==> src/atm_pkg.sv <==
// Purpose: shared constants for the address trap monitor
// Assumes: 50 MHz system clock, APB register offsets below
// Notes: area bounds are plain defaults, set per memory map
package atm_pkg;
  // ************************************************
  // clock and reset timing
  // ************************************************
  localparam int CLK_HZ = 50_000_000;
  localparam int FC_HZ = 50_000_000;
  localparam int FC_CLK_DIV = (CLK_HZ + FC_HZ - 1) / FC_HZ;
  localparam int RST_FC_PERIODS = 24;
  localparam int RST_MAX_CLK = RST_FC_PERIODS * FC_CLK_DIV;
  // ************************************************
  // register offsets (byte addresses)
  // ************************************************
  localparam logic [7:0] OFS_CTRL_ONE = 8'h00;
  localparam logic [7:0] OFS_CTRL_TWO = 8'h04;
  localparam logic [7:0] OFS_INT_STATUS = 8'h08;
  localparam logic [7:0] OFS_INT_MASK = 8'h0c;
  localparam logic [7:0] OFS_STATE = 8'h10;
  // ************************************************
  // fields and codes
  // ************************************************
  localparam int BIT_RAM_SEL = 5;
  localparam int BIT_ACTION = 4;
  localparam logic RAM_SEL_RESET = 1'b1;
  localparam logic ACTION_RESET = 1'b1;
  localparam logic [7:0] CODE_APPLY_AREA = 8'hd2;
  localparam int BIT_EVT_IRQ = 0;
  localparam int BIT_EVT_RST = 1;
  localparam logic [1:0] INT_MASK_RESET = 2'h0;
  // ************************************************
  // monitored address areas
  // ************************************************
  localparam logic [15:0] SFR_LO = 16'h0000;
  localparam logic [15:0] SFR_HI = 16'h003f;
  localparam logic [15:0] RAM_LO = 16'h0040;
  localparam logic [15:0] RAM_HI = 16'h083f;
  localparam logic [15:0] DBR_LO = 16'h0f80;
  localparam logic [15:0] DBR_HI = 16'h0fff;
endpackage : atm_pkg

==> src/atm_area_match.sv <==
// Purpose: inclusive address range comparator
// Assumes: bounds fixed at elaboration
// Notes: one instance per monitored area
`timescale 1ns/1ps
module atm_area_match #(
  parameter logic [15:0] LO = 16'h0000,
  parameter logic [15:0] HI = 16'hffff
) (
  input wire logic [15:0] addr,
  output logic hit
);
  // purely combinational window check
  assign hit = (addr >= LO) && (addr <= HI);
endmodule : atm_area_match

==> src/atm_pulse_timer.sv <==
// Purpose: counts a fixed number of slow ticks after a start
// Assumes: tick is a one-cycle enable on clk
// Notes: first tick may come early, so length is a maximum
`timescale 1ns/1ps
module atm_pulse_timer #(
  parameter int TICKS = 24
) (
  input wire logic clk,
  input wire logic nrst,
  input wire logic start,
  input wire logic tick,
  output logic busy
);
  logic [4:0] cnt_reg;
  logic [4:0] cnt_next;
  logic busy_reg;
  logic busy_next;
  // load on start, count ticks down, drop at zero
  assign cnt_next = start ? 5'(TICKS) :
                    (busy_reg && tick) ? cnt_reg - 5'h01 : cnt_reg;
  assign busy_next = start ? 1'b1 :
                     (busy_reg && tick && cnt_reg == 5'h01) ? 1'b0 : busy_reg;
  always_ff @(posedge clk or negedge nrst) begin
    if (!nrst) begin
      cnt_reg <= 5'h00;
      busy_reg <= 1'b0;
    end else begin
      cnt_reg <= cnt_next;
      busy_reg <= busy_next;
    end
  end
  assign busy = busy_reg;
endmodule : atm_pulse_timer

==> src/atm_monitor.sv <==
// Purpose: address trap monitor with APB control and status
// Assumes: fetch port on clk; reset pin is open drain
// Notes: control one and two are write-only, read as zero
//
// The placing of the registers and register access over APB were decided locally.
`timescale 1ns/1ps
module atm_monitor (
  input wire logic clk,
  input wire logic nrst,
  input wire logic psel,
  input wire logic penable,
  input wire logic pwrite,
  input wire logic [7:0] paddr,
  input wire logic [31:0] pwdata,
  output logic [31:0] prdata,
  output logic pready,
  output logic pslverr,
  input wire logic fetch_valid,
  input wire logic fetch_instr,
  input wire logic [15:0] fetch_addr,
  input wire logic low_speed_mode_one,
  output logic trap_interrupt,
  output logic reset_pin_o,
  output logic reset_pin_oe,
  output logic hw_reset,
  output logic hf_osc_restart,
  output logic irq
);
  typedef enum logic [0:0] {RS_IDLE, RS_HOLD} atm_rst_state_type;

  // ************************************************
  // declarations
  // ************************************************
  atm_rst_state_type state_reg;
  atm_rst_state_type state_next;
  logic ram_pend_reg;
  logic ram_eff_reg;
  logic action_reg;
  logic [1:0] status_reg;
  logic [1:0] status_next;
  logic [1:0] mask_reg;
  logic [15:0] last_addr_reg;
  logic trap_irq_reg;
  logic osc_restart_reg;
  logic [31:0] prdata_reg;
  logic [31:0] rd_mux;
  logic [$clog2(atm_pkg::FC_CLK_DIV+1)-1:0] div_reg;
  logic fc_tick;
  logic sfr_hit;
  logic dbr_hit;
  logic ram_hit;
  logic is_fetch;
  logic trap_hit;
  logic rst_start;
  logic busy;
  logic acc_wr;
  logic setup_rd;
  logic wr_one;
  logic wr_two;
  logic wr_stat;
  logic wr_mask;
  logic apply_area;
  logic addr_ok;
  logic [1:0] evt;

  // ************************************************
  // area decode
  // ************************************************
  atm_area_match #(.LO(atm_pkg::SFR_LO), .HI(atm_pkg::SFR_HI)) u_sfr (
    .addr(fetch_addr),
    .hit(sfr_hit)
  );
  atm_area_match #(.LO(atm_pkg::DBR_LO), .HI(atm_pkg::DBR_HI)) u_dbr (
    .addr(fetch_addr),
    .hit(dbr_hit)
  );
  atm_area_match #(.LO(atm_pkg::RAM_LO), .HI(atm_pkg::RAM_HI)) u_ram (
    .addr(fetch_addr),
    .hit(ram_hit)
  );

  // trap qualification; fetches are ignored while the reset is held
  assign is_fetch = fetch_valid && fetch_instr && (state_reg == RS_IDLE);
  assign trap_hit = is_fetch && (sfr_hit || dbr_hit ||
                    (ram_hit && ram_eff_reg));
  assign rst_start = trap_hit && action_reg;

  // ************************************************
  // apb decode
  // ************************************************
  assign acc_wr = psel && penable && pwrite;
  assign setup_rd = psel && !penable && !pwrite;
  assign wr_one = acc_wr && (paddr == atm_pkg::OFS_CTRL_ONE);
  assign wr_two = acc_wr && (paddr == atm_pkg::OFS_CTRL_TWO);
  assign wr_stat = acc_wr && (paddr == atm_pkg::OFS_INT_STATUS);
  assign wr_mask = acc_wr && (paddr == atm_pkg::OFS_INT_MASK);
  // unlisted codes fall through with no effect
  assign apply_area = wr_two && (pwdata[7:0] == atm_pkg::CODE_APPLY_AREA);
  assign addr_ok = (paddr == atm_pkg::OFS_CTRL_ONE) || (paddr == atm_pkg::OFS_CTRL_TWO) ||
                   (paddr == atm_pkg::OFS_INT_STATUS) || (paddr == atm_pkg::OFS_INT_MASK) ||
                   (paddr == atm_pkg::OFS_STATE);
  assign pready = 1'b1;
  assign pslverr = psel && penable && !addr_ok;

  // read mux; write-only controls return zero so no rmw trick works
  assign rd_mux = (paddr == atm_pkg::OFS_INT_STATUS) ? {30'h0, status_reg} :
                  (paddr == atm_pkg::OFS_INT_MASK) ? {30'h0, mask_reg} :
                  (paddr == atm_pkg::OFS_STATE) ? {last_addr_reg, 11'h0, osc_restart_reg,
                    busy, action_reg, ram_pend_reg, ram_eff_reg} : 32'h0;

  // read data captured in setup so it is stable for the access phase
  always_ff @(posedge clk or negedge nrst) begin
    if (!nrst) begin
      prdata_reg <= 32'h0;
    end else if (setup_rd) begin
      prdata_reg <= rd_mux;
    end
  end
  assign prdata = prdata_reg;

  // ************************************************
  // control registers
  // ************************************************
  // trap reset returns the controls to their power-on values
  always_ff @(posedge clk or negedge nrst) begin
    if (!nrst) begin
      ram_pend_reg <= atm_pkg::RAM_SEL_RESET;
      ram_eff_reg <= atm_pkg::RAM_SEL_RESET;
      action_reg <= atm_pkg::ACTION_RESET;
    end else if (busy) begin
      ram_pend_reg <= atm_pkg::RAM_SEL_RESET;
      ram_eff_reg <= atm_pkg::RAM_SEL_RESET;
      action_reg <= atm_pkg::ACTION_RESET;
    end else begin
      if (wr_one) begin
        ram_pend_reg <= pwdata[atm_pkg::BIT_RAM_SEL];
        action_reg <= pwdata[atm_pkg::BIT_ACTION];
      end
      if (apply_area) begin
        ram_eff_reg <= ram_pend_reg;
      end
    end
  end

  // ************************************************
  // interrupt status and mask
  // ************************************************
  assign evt = {rst_start, trap_hit && !action_reg};
  // set beats a simultaneous write-one clear
  assign status_next = (status_reg & ~(wr_stat ? pwdata[1:0] : 2'h0)) | evt;
  always_ff @(posedge clk or negedge nrst) begin
    if (!nrst) begin
      status_reg <= 2'h0;
      mask_reg <= atm_pkg::INT_MASK_RESET;
    end else begin
      status_reg <= status_next;
      if (wr_mask) begin
        mask_reg <= pwdata[1:0];
      end
    end
  end
  assign irq = |(status_reg & mask_reg);

  // ************************************************
  // trap interrupt request
  // ************************************************
  // no master flag gating: the cpu takes this as a non-maskable request
  always_ff @(posedge clk or negedge nrst) begin
    if (!nrst) begin
      trap_irq_reg <= 1'b0;
      last_addr_reg <= 16'h0;
    end else begin
      trap_irq_reg <= trap_hit && !action_reg;
      if (trap_hit) begin
        last_addr_reg <= fetch_addr;
      end
    end
  end
  assign trap_interrupt = trap_irq_reg;

  // ************************************************
  // high-frequency clock enable
  // ************************************************
  // one pulse per fast clock period, free running
  always_ff @(posedge clk or negedge nrst) begin
    if (!nrst) begin
      div_reg <= '0;
    end else if (fc_tick) begin
      div_reg <= '0;
    end else begin
      div_reg <= div_reg + 1'b1;
    end
  end
  assign fc_tick = (div_reg == ($bits(div_reg))'(atm_pkg::FC_CLK_DIV - 1));

  // ************************************************
  // trap reset sequencer
  // ************************************************
  // length counted in fast periods, hence at most the full count
  atm_pulse_timer #(.TICKS(atm_pkg::RST_FC_PERIODS)) u_rst_timer (
    .clk(clk),
    .nrst(nrst),
    .start(rst_start),
    .tick(fc_tick),
    .busy(busy)
  );

  assign state_next = (state_reg == RS_IDLE) ? (rst_start ? RS_HOLD : RS_IDLE) :
                      (busy ? RS_HOLD : RS_IDLE);
  always_ff @(posedge clk or negedge nrst) begin
    if (!nrst) begin
      state_reg <= RS_IDLE;
    end else begin
      state_reg <= state_next;
    end
  end

  // oscillator restart held for the whole pulse when in low-speed mode one
  always_ff @(posedge clk or negedge nrst) begin
    if (!nrst) begin
      osc_restart_reg <= 1'b0;
    end else if (rst_start) begin
      osc_restart_reg <= low_speed_mode_one;
    end else if (!busy) begin
      osc_restart_reg <= 1'b0;
    end
  end

  // open-drain pin: only ever pulled low
  assign reset_pin_o = 1'b0;
  assign reset_pin_oe = busy;
  assign hw_reset = busy;
  assign hf_osc_restart = osc_restart_reg;

  logic [7:0] hold_cnt_reg;
  always_ff @(posedge clk or negedge nrst) begin
    if (!nrst) begin
      hold_cnt_reg <= 8'h00;
    end else begin
      hold_cnt_reg <= busy ? hold_cnt_reg + 8'h01 : 8'h00;
    end
  end
endmodule : atm_monitor

==> config.mk <==
export PLATFORM = sky130hd
export DESIGN_NAME = atm_monitor
export DESIGN_NICKNAME = d
export VERILOG_FILES = /design/src/atm_pkg.sv /design/src/atm_area_match.sv /design/src/atm_pulse_timer.sv /design/src/atm_monitor.sv
export SDC_FILE = /design/constraint.sdc
export NUM_CORES = 1
export LEC_CHECK = 0
export BUFFER_PORTS_ARGS = -buffer_cell sky130_fd_sc_hd__buf_2
export CAP_MARGIN = 20
export CORE_MARGIN = 1.5
export CORE_UTILIZATION = 47
export DETAILED_ROUTE_END_ITERATION = 16
export PLACE_DENSITY = 0.86
export SYNTH_ARGS = -nofsm -noshare
export SYNTH_HDL_FRONTEND = slang
export SYNTH_SLANG_ARGS = --single-unit
export TNS_END_PERCENT = 30
==> constraint.sdc <==
create_clock -name clk -period 2.66 [get_ports clk]
set_input_delay 0.133 -clock clk [delete_from_list [all_inputs] [get_ports clk]]
set_output_delay 0.133 -clock clk [all_outputs]
set_load 0.1 [all_outputs]
Word level (Yosys, flattened, before mapping)
Index checks and enable logic that the tools add are counted.
- input bits: 64
- output and inout port bits: 40
- bits in registers: 65
- reductions and logical operators: 37
- bitwise operators: 6
- $lt $le $gt $ge: 6
- $add $sub $neg: 2
- equality and inequality tests: 7
- muxes and demuxes: 20
- operator list (cell ; number):
    2-to-1 mux 32 bit ; 3
    less-or-equal comparator 16 x 12 -> 1 bit (second input constant) ; 2
    logical AND 1 bit ; 21
    equality test 8 x 4 -> 1 bit (second input constant) ; 2
    greater-or-equal comparator 16 x 1 -> 1 bit (second input constant) ; 1
    greater-or-equal comparator 16 x 12 -> 1 bit (second input constant) ; 1
    greater-or-equal comparator 16 x 7 -> 1 bit (second input constant) ; 1
    less-or-equal comparator 16 x 6 -> 1 bit (second input constant) ; 1
    2-to-1 mux 1 bit ; 14
    2-to-1 mux 5 bit ; 2
    equality test 8 x 3 -> 1 bit (second input constant) ; 1
    equality test 8 x 5 -> 1 bit (second input constant) ; 1
    equality test 8 bit (second input constant) ; 1
    zero test 8 bit ; 1
    nonzero test 2 bit ; 4
    logical OR 1 bit ; 6
    equality test 5 x 1 -> 1 bit (second input constant) ; 1
    subtractor 5 x 1 -> 5 bit (second input constant) ; 1
    bitwise AND 2 bit ; 2
    zero test 1 bit ; 4
    2-to-1 mux 2 bit ; 1
    inequality test 2 bit (second input constant) ; 1
    NOT 1 bit ; 2
    NOT 2 bit ; 1
    other kinds (3) ; 3

Longest topological paths before layout
Gate-level depths: netlist of run 1.
- word-level depth: 8
- depth in mapped cells: 6
- mapped depth without buffers: 6

Modules after synthesis
Synthesis of run 1 repeated with hierarchy kept, for this count alone.
- cell total of the unflattened synthesis: 200
- area, all modules: 2488.6 µm²
- by module, submodules not included (module ; times used ; area an instance (µm²) ; cells an instance):
    atm_monitor ; 1 ; 2090.8 ; 161
    atm_pulse_timer ; 1 ; 301.5 ; 28
    atm_area_match (u_dbr ...) ; 2 ; 27.5 ; 3
    atm_area_match (u_ram) ; 1 ; 41.3 ; 5

Worst setup path before layout of run 1
No wires, ideal clock.
- path kind: in2out
- from: input port paddr[2]
- to: output port pslverr
- path slack: -0.138 ns
- arrival time: 2.665 ns
- required time: 2.527 ns
- stages on the path: 3
- cell sequence: clkbuf_1 -> o21ai_0 -> a21boi_0
- cells in the longest elaborated chain, start to end: 7
- ends and longest elaborated chain (item ; RTL line ; RTL):
    start: declaration ; atm_monitor.sv:13 ; input wire logic [7:0] paddr,
    equality test 8 x 3 -> 1 bit / zero test 8 bit (equally long branches) ; atm_monitor.sv:99 ; assign addr_ok = (paddr == atm_pkg::OFS_CTRL_ONE) || (paddr == atm_pkg::OFS_CTRL_TWO) ||
    logical OR 1 bit (2 in series) ; atm_monitor.sv:99 ;
    logical OR 1 bit ; atm_monitor.sv:100 ; (paddr == atm_pkg::OFS_INT_STATUS) || (paddr == atm_pkg::OFS_INT_MASK) ||
    logical OR 1 bit (*) ; atm_monitor.sv:100 ;
    zero test 1 bit (*) ; atm_monitor.sv:103 ; assign pslverr = psel && penable && !addr_ok;
    logical AND 1 bit (*) ; atm_monitor.sv:103 ;
    end: declaration ; atm_monitor.sv:17 ; output logic pslverr,
Every way passes the cells marked *; elsewhere a longest branch is shown, timed or not.

Worst setup path in the final report of run 1
- from: register state_reg
- to: register last_addr_reg[10]
- cells in the longest elaborated chain, start to end: 3
- ends and longest elaborated chain (item ; RTL line ; RTL):
    start: declaration ; atm_monitor.sv:34 ; atm_rst_state_type state_reg;
    start signal: assignment ; atm_monitor.sv:214 ; state_reg <= state_next;
    NOT 1 bit ; n/a ;
    logical AND 1 bit ; atm_monitor.sv:83 ; assign is_fetch = fetch_valid && fetch_instr && (state_reg == RS_IDLE);
    logical AND 1 bit ; atm_monitor.sv:84 ; assign trap_hit = is_fetch && (sfr_hit || dbr_hit ||
    end signal: assignment ; atm_monitor.sv:175 ; last_addr_reg <= fetch_addr;
    end: declaration ; atm_monitor.sv:42 ; logic [15:0] last_addr_reg;
No other way between the ends.
A chain may end at the register's enable or synchronous reset.

==> impl_metrics.py, run 1 <==
metrics = {
    "sta": {
        "maxSlewHeadroom_pct": 58.3,
        "fin_crit_sh_pct": 79.8,
        "period_needed_ns": 2.12,
        "worstMarginPinSlew_ns": 0.626,
        "setup_viol": 0,
        "maxSlewViolCount": 0,
        "fmax_mhz": 471,
        "fin_skew_ns": 0.00957,
        "hold_viol": 0,
        "finalSetupTns_ns": 0,
        "rsz0062_at_grt": "false",
    },
    "worst_setup_path": {
        "setup.worst_path.class": "reg -> reg",
        "r2r_cells": 4,
        "arrival_ns": 2.32,
        "path_depth": 4,
        "max_stage_delay_ns": 0.44,
        "setup.worst_path.end": "last_addr_reg[10]",
        "r2r-end": "last_addr_reg[10]",
        "r2r_setup_slack_ns": 0.54,
        "crit_start": "state_reg",
        "cp_cell_sequence": "or4_4 > nor4_2 > nand2_2 > mux2_4",
        "critPathCaptureType": "register",
        "r2r-start": "state_reg",
        "cp.required_ns": 2.85,
        "cp-start-kind": "register",
        "critPathBufInv": 0,
        "critical-path-top-delay-family": "simple AND/OR/NAND/NOR gates",
        "worst_path_max_delay_cell": "nor4_2",
        "cp_max_fo": 18,
    },
    "synth": {
        "synthCells": 195,
        "synth.area.top_cells": "dfrtp_1 52%, a22o_1 8.1%, mux2_2 4.7%",
        "synth_cell_types": 45,
        "synth_compound_area_share_pct": 13.9,
        "synth_top_area_cell": "dfrtp_1",
        "yosys-mux-area-fraction_pct": 8.08,
        "syn-mean-instance-area_um2": 12.2,
        "yosysSeqAreaShare_pct": 55.7,
        "synthArstFlopShare_pct": 100,
        "synth_edf_count": 0,
        "synth_fa_ha_area_share_pct": 1.05,
        "post-synth-top-area-fraction_pct": 52.4,
        "netlist_area_um2": 2390,
        "synth-seq-cells": 53,
        "yosys.area_share.simple_pct": 12.8,
        "synth_xor_area_share_pct": 1.47,
        "synth_top_family_by_area": "compound AO/OA/AOI/OAI gates",
        "synthFlopType": "dfrtp_1",
        "yosys_warnings": 0,
    },
    "placement": {
        "place.gp.congestion": 0.811,
        "post-dp-hpwl_mm": 3.39,
        "placed_area_um2": 2720,
        "port_buffers": 66,
        "post-place-cells": 320,
    },
    "global_route": {
        "grt_start_max_net_pins": 31,
        "grt.busiest_layer": "met2",
        "grt_use_met3_pct": 4.74,
        "grtUsageMet1_pct": 23.1,
        "grt_pass1_vias": 1584,
        "grt_overflow": 0,
        "grt_util_all_layers_pct": 17.3,
        "grt_pass1_wl_mm": 7.17,
        "grt_util_met2_pct": 27.3,
        "antenna_found_initial": 0,
    },
    "hold_path": {
        "min_path_type": "in -> reg",
        "hold_start": "fetch_addr[3]",
    },
    "floorplan": {
        "die_y_um": 74.3,
        "rows": 25,
        "die_x_um": 74.3,
        "ios": 104,
        "core_region_area_um2": 4820,
        "die_area_um2": 5510,
        "initial_core_util_pct": 49.5,
    },
    "routing": {
        "drt_wl_total_mm": 4.50,
        "vias_per_cell": 5.15,
        "remaining_drc_errors": 0,
        "wl_per_cell_um": 13.7,
        "vias": 1694,
        "drt_first_pass_iters": 4,
        "drtIter0Drc": 59,
        "ant_nets": 0,
    },
    "power": {
        "p_leak_nw": 1.49,
        "irDropWorstVdd_mv": 0.290,
        "combPwrFrac_pct": 20.4,
        "powerDensity_nw_per_um2": 607,
        "swShare_pct": 32.2,
        "total_power_mw": 1.71,
        "seqPwrFrac_pct": 53.9,
        "power.internal_mw": 1.16,
        "p_sw_mw": 0.549,
        "clock_power_share_pct": 25.7,
    },
    "final_layout": {
        "fillers": 410,
        "finalInstanceArea_um2": 2810,
        "final_nets": 327,
        "n_antenna_cell": 0,
        "largest_register_ffs": 21,
        "instances_no_fill": 329,
        "layout-drive-gt1-share_pct": 37.0,
        "areaGrowthSynthToFinish_pct": 17.9,
    },
    "cts": {
        "clk_latency_ns": 0.31,
        "cts-resized-gates": 0,
        "clock_path_buffers": 2,
        "htreeDepth": 2,
        "cts_tree": "yes",
        "post_cts_buffers": 0,
        "path_clk_slew_ns": 0.09,
        "cts_buffers": 5,
        "cts-root-buf": "clkbuf_8",
        "cts_sinks": 53,
    },
    "flow_run": {
        "cap_violations": 0,
    },
    "run_status": {
        "outcome": "completed",
    },
}
==> layout by cell type (no fill, tap or decap), types with 4 or more instances in the layout <==
| cell type | instances |
|---|---|
| clkbuf_8 | 5 |
| nand3_1 | 5 |
| conb_1 | 13 |
| dfrtp_1 | 50 |
| o21ai_0 | 8 |
| a22o_1 | 22 |
| inv_1 | 5 |
| mux2_2 | 10 |
| nor4b_1 | 4 |
| and2_1 | 6 |
| nand2_1 | 11 |
| buf_2 | 66 |
| mux2_4 | 4 |
==> layer usage <==
metal,vias to the layer above,wire length [µm]
met5,-,0
met2,60,2080
met1,816,2070
met3,5,290
met4,0,64
li1,813,-
==> power groups by stage <==
stage	logic [mW]	registers (mW)	clock network, mW
global route	0.379	0.928	0.492
detailed placement	0.349	0.935	0
finish	0.348	0.920	0.439
floorplan	0.267	0.946	0
global placement	0.341	0.931	0
CTS	0.352	0.920	0.459
==> synthesized netlist by cell type (4+ instances only) <==
master     n
a22o_1    22
nor4b_1    4
o21ai_0    8
nand3_1    5
dfrtp_1   50
and2_1     6
mux2_4     4
nand2_1   11
mux2_2    10
clkbuf_1   4
buf_4     14
inv_1      5
==> through the flow <==
stage	setup slack, ns	utilization (%)	hold slack [ns]
floorplan	0.595	-	-0.163
detailed placement	0.515	56.4	0.193
global placement	0.529	56.4	0.179
global route	0.392	58.4	0.0395
CTS	0.493	58.4	0.0418
finish	0.538	58.4	0.0499
==> how the worst min path moves through the flow <==
stage | end | slack, ns | cells after the start
floorplan | hf_osc_restart | -0.16 | 0
global placement | prdata[30] | 0.18 | 1
CTS | last_addr_reg[3] | 0.04 | 2
detailed placement | last_addr_reg[13] | 0.19 | 1
finish | last_addr_reg[3] | 0.05 | 2
global route | last_addr_reg[3] | 0.04 | 2
==> what timing repair did <==
action                     in CTS  in global routing
hold buffers                    1                  0
hold endpoints to repair       29                  0
setup endpoints to repair       0                  0
==> worst register-to-register path, stage by stage, from the launching register on <==
cell,delay [ns]
dfrtp_1,0.40
or4_4,0.42
nor4_2,0.44
nand2_2,0.36
mux2_4,0.39
==> final cells by class <==
type	count	area, µm²	area share [%]
sequential	53	1330	47.3
multi-input combinational	127	938	33.4
timing repair buffer	69	355	12.6
tap	67	83.8	2.98
clock buffer	6	72.6	2.58
inverter	5	18.8	0.667
clock inverter	2	13.8	0.489
==> logic make-up after synthesis <==
group           count (synthesis)
xor+xnor                        4
fa+ha+maj                       2
simple gates                   50
compound gates                 42
buf+inv                        26
other cells                     2
mux                            16
flops                          53
No activity file was read; power rests on OpenSTA's default activity.
==> run 2: changes to the inputs <==
--- a/config.mk
+++ b/config.mk
@@ -5,12 +5,13 @@
 export SDC_FILE = /design/constraint.sdc
 export NUM_CORES = 1
 export LEC_CHECK = 0
+export ABC_AREA = 1
 export BUFFER_PORTS_ARGS = -buffer_cell sky130_fd_sc_hd__buf_2
 export CAP_MARGIN = 20
 export CORE_MARGIN = 1.5
-export CORE_UTILIZATION = 47
+export CORE_UTILIZATION = 49
 export DETAILED_ROUTE_END_ITERATION = 16
-export PLACE_DENSITY = 0.86
+export PLACE_DENSITY = 0.87
 export SYNTH_ARGS = -nofsm -noshare
 export SYNTH_HDL_FRONTEND = slang
 export SYNTH_SLANG_ARGS = --single-unit
==> constraint.sdc (replaced) <==
create_clock -name clk -period 2.1 [get_ports clk]
set_input_delay 0.105 -clock clk [delete_from_list [all_inputs] [get_ports clk]]
set_output_delay 0.105 -clock clk [all_outputs]
set_load 0.1 [all_outputs]
==> run 2 against run 1 <==
  * Critical endpoint is now u_rst_timer.cnt_reg[2]
  * Sequential share of layout area shrank 5.4 points
  * Total power grew 41%
  * Count of clock-buffer cells in the layout unchanged
  * Via count grew 32%
  * Largest cell class unchanged
  * Area after synthesis grew 13%
  * Critical path type unchanged
  * Global-route usage grew 3.5 points
  * Synthesized cell count is 57% higher
  * Combinational power increased by 66%
  * Hold slack lost 0.041 ns
  * Sequential cell count stayed put
==> impl_metrics.py, run 2 <==
metrics = {
    "run_status": {
        "outcome": "completed",
    },
    "final_layout": {
        "largest_register_ffs": 21,
        "finalInstanceArea_um2": 3180,
        "final_common_cell": "nand2_1",
        "final_cell_mix": "76 x nand2_1, 65 x buf_2, 50 x dfrtp_1, 36 x inv_1, 25 x nor2_1",
        "layout-drive-gt1-share_pct": 29.4,
        "final_nets": 442,
        "n_antenna_cell": 0,
        "areaGrowthSynthToFinish_pct": 17.5,
    },
    "routing": {
        "ant_nets": 0,
        "drtIter0Drc": 131,
        "wl_per_cell_um": 12.4,
        "drt_wl_total_mm": 5.57,
        "drt_first_pass_iters": 4,
        "vias_per_cell": 5.02,
        "vias": 2242,
        "remaining_drc_errors": 0,
    },
    "sta": {
        "fmax_mhz": 608,
        "rsz0062_at_grt": "false",
        "maxSlewViolCount": 0,
        "fin_crit_sh_pct": 78.3,
        "maxSlewHeadroom_pct": 64.8,
        "finalSetupTns_ns": 0,
        "worstMarginPinSlew_ns": 0.528,
        "hold_viol": 0,
        "period_needed_ns": 1.64,
        "setup_viol": 0,
        "setup_ws_ns": 0.455,
        "fin_skew_ns": 0.00770,
    },
    "cts": {
        "clk_latency_ns": 0.31,
        "path_clk_slew_ns": 0.09,
        "cts_buffers": 5,
        "clock_path_buffers": 2,
        "cts-root-buf": "clkbuf_8",
        "cts-resized-gates": 0,
        "htreeDepth": 2,
        "cts_tree": "yes",
        "cts_sinks": 53,
    },
    "power": {
        "p_leak_nw": 1.69,
        "irDropWorstVdd_mv": 0.298,
        "powerDensity_nw_per_um2": 757,
    },
    "global_route": {
        "grt_pass1_wl_mm": 9.78,
        "grt_util_all_layers_pct": 20.8,
        "grt_overflow": 0,
        "grt_start_max_net_pins": 36,
        "antenna_found_initial": 0,
        "grt_pass1_vias": 2194,
    },
    "floorplan": {
        "core_region_area_um2": 5200,
        "die_y_um": 77.3,
        "die_x_um": 77.3,
        "ios": 104,
        "rows": 26,
        "initial_core_util_pct": 52.0,
        "die_area_um2": 5980,
    },
    "placement": {
        "port_buffers": 66,
        "place.gp.congestion": 0.794,
        "place_ws_ns": 0.467,
        "post-dp-hpwl_mm": 4.21,
        "placed_area_um2": 3040,
    },
    "synth": {
        "synth-seq-cells": 53,
        "yosys_warnings": 0,
        "post-synth-top-area-fraction_pct": 46.3,
        "synthArstFlopShare_pct": 100,
        "synth_edf_count": 0,
        "netlist_area_um2": 2710,
        "synthCells": 306,
        "synthFlopType": "dfrtp_1",
        "synth_top_area_cell": "dfrtp_1",
        "yosys-top-cells-count": "76 x nand2_1, 50 x dfrtp_1, 36 x inv_1, 25 x nor2_1, 24 x nand3_1",
        "synth_cell_types": 36,
        "yosysSeqAreaShare_pct": 49.2,
        "synth.area.top_cells": "dfrtp_1 46%, nand2_1 11%, inv_1 5.0%",
        "synth.most_common_cell": "nand2_1",
        "syn-mean-instance-area_um2": 8.84,
    },
    "hold_path": {
        "min_path_type": "in -> reg",
    },
    "worst_setup_path": {
        "cp_cell_sequence": "inv_2 > nand2_1 > nand2_1 > nand2_2 > o21ai_4 > nor2_8 > a21oi_1",
        "arrival_ns": 1.81,
        "cp.required_ns": 2.26,
        "r2r_setup_slack_ns": 0.46,
        "cp-start-kind": "register",
        "max_stage_delay_ns": 0.60,
        "setup.worst_path.class": "reg -> reg",
        "worst_path_max_delay_cell": "dfstp_2",
        "critPathCaptureType": "register",
        "crit_path_frequent_cell": "nand2_1",
        "cp_max_fo": 27,
    },
    "flow_run": {
        "cap_violations": 0,
    },
}
-- run 2: cell types whose count changed after synthesis, moves of 6 or more --
cell / before / now
and2_1: 6 / 0
inv_1: 5 / 36
o31ai_2: 0 / 9
mux2_2: 10 / 0
nor2_1: 3 / 25
o21ai_0: 8 / 15
o21ai_2: 0 / 8
a22o_1: 22 / 1
nand3_1: 5 / 24
nand2_1: 11 / 76
-- run 2: repair_timing --
action / in CTS / in global routing
hold buffers: 5 / 0
buffers inserted: 0 / 0
endpoints found under the hold margin: 27 / 0
-- run 2: per-layer routing --
| metal | share of wire [%] | vias to the layer above | track usage (%) |
|---|---|---|---|
| met1 | 43 | 1074 | 25.1 |
| met3 | 4.6 | 10 | 4.05 |
| met4 | 1.8 | 0 | 8.18 |
| met5 | 0 | - | 0 |
| li1 | - | 1092 | - |
| met2 | 51 | 66 | 36.3 |
-- run 2: final cells by class --
type                            instances  area (µm²)
Clock buffer                            6        72.6
Clock inverter                          2        15.0
Fill cell                             441        2030
Inverter                               38         145
Multi-Input combinational cell        203        1100
Sequential cell                        53        1330
Tap cell                               70        87.6
Timing Repair Buffer                   75         425
-- run 2: kinds of logic (layout without fill, tap and decap cells) --
logic type                 Yosys count  in the layout  synth area share (%)
and+or+nand+nor                    142            142                  24.3
xor gates and xnor gates             3              3                 0.972
other                                2             13                 0.278
DFF                                 53             53                  49.2
buffers and inverters               61            121                  11.8
AOI/OAI and AO/OA                   43             43                  12.6
adders and majority gates            2              2                 0.925
-- run 2: final timing paths --
check | cells after the start | from | end
worst max-delay path | 7 | ram_eff_reg | u_rst_timer.cnt_reg[2]
worst min-delay path | 3 | fetch_addr[0] | last_addr_reg[0]
worst max register to register | 7 | ram_eff_reg | u_rst_timer.cnt_reg[2]
worst min register to register | 2 | prdata[18] | prdata[18]
max in group asynchronous | 3 | nrst | action_reg
min in group asynchronous | 2 | nrst | prdata[19]
-- run 2: stage by stage --
step / util (%) / cells / hold slack, ns / total power [mW]
after floorplan: - / 317 / -0.191 / 1.71
after global placement: 58.4 / 434 / 0.102 / 1.81
after detailed placement: 58.4 / 434 / 0.116 / 1.85
after CTS: 61.1 / 447 / 0.00978 / 2.41
after global routing: 61.1 / 447 / 0.0239 / 2.53
final: 61.1 / 447 / 0.00869 / 2.41
-- run 2: where the power goes --
part	total [mW]	internal [mW]	switching, mW
logic	0.576	0.163	0.413
registers	1.26	1.15	0.112
clock network	0.572	0.236	0.336
total	2.41	1.55	0.861
-- run 2: worst max-delay path: cells and delay by family (launching register included) --
family | cells | cell delay (ns)
DFF | 1 | 0.60
and+or+nand+nor | 4 | 0.60
buffers and inverters | 1 | 0.05
AOI/OAI and AO/OA | 2 | 0.24
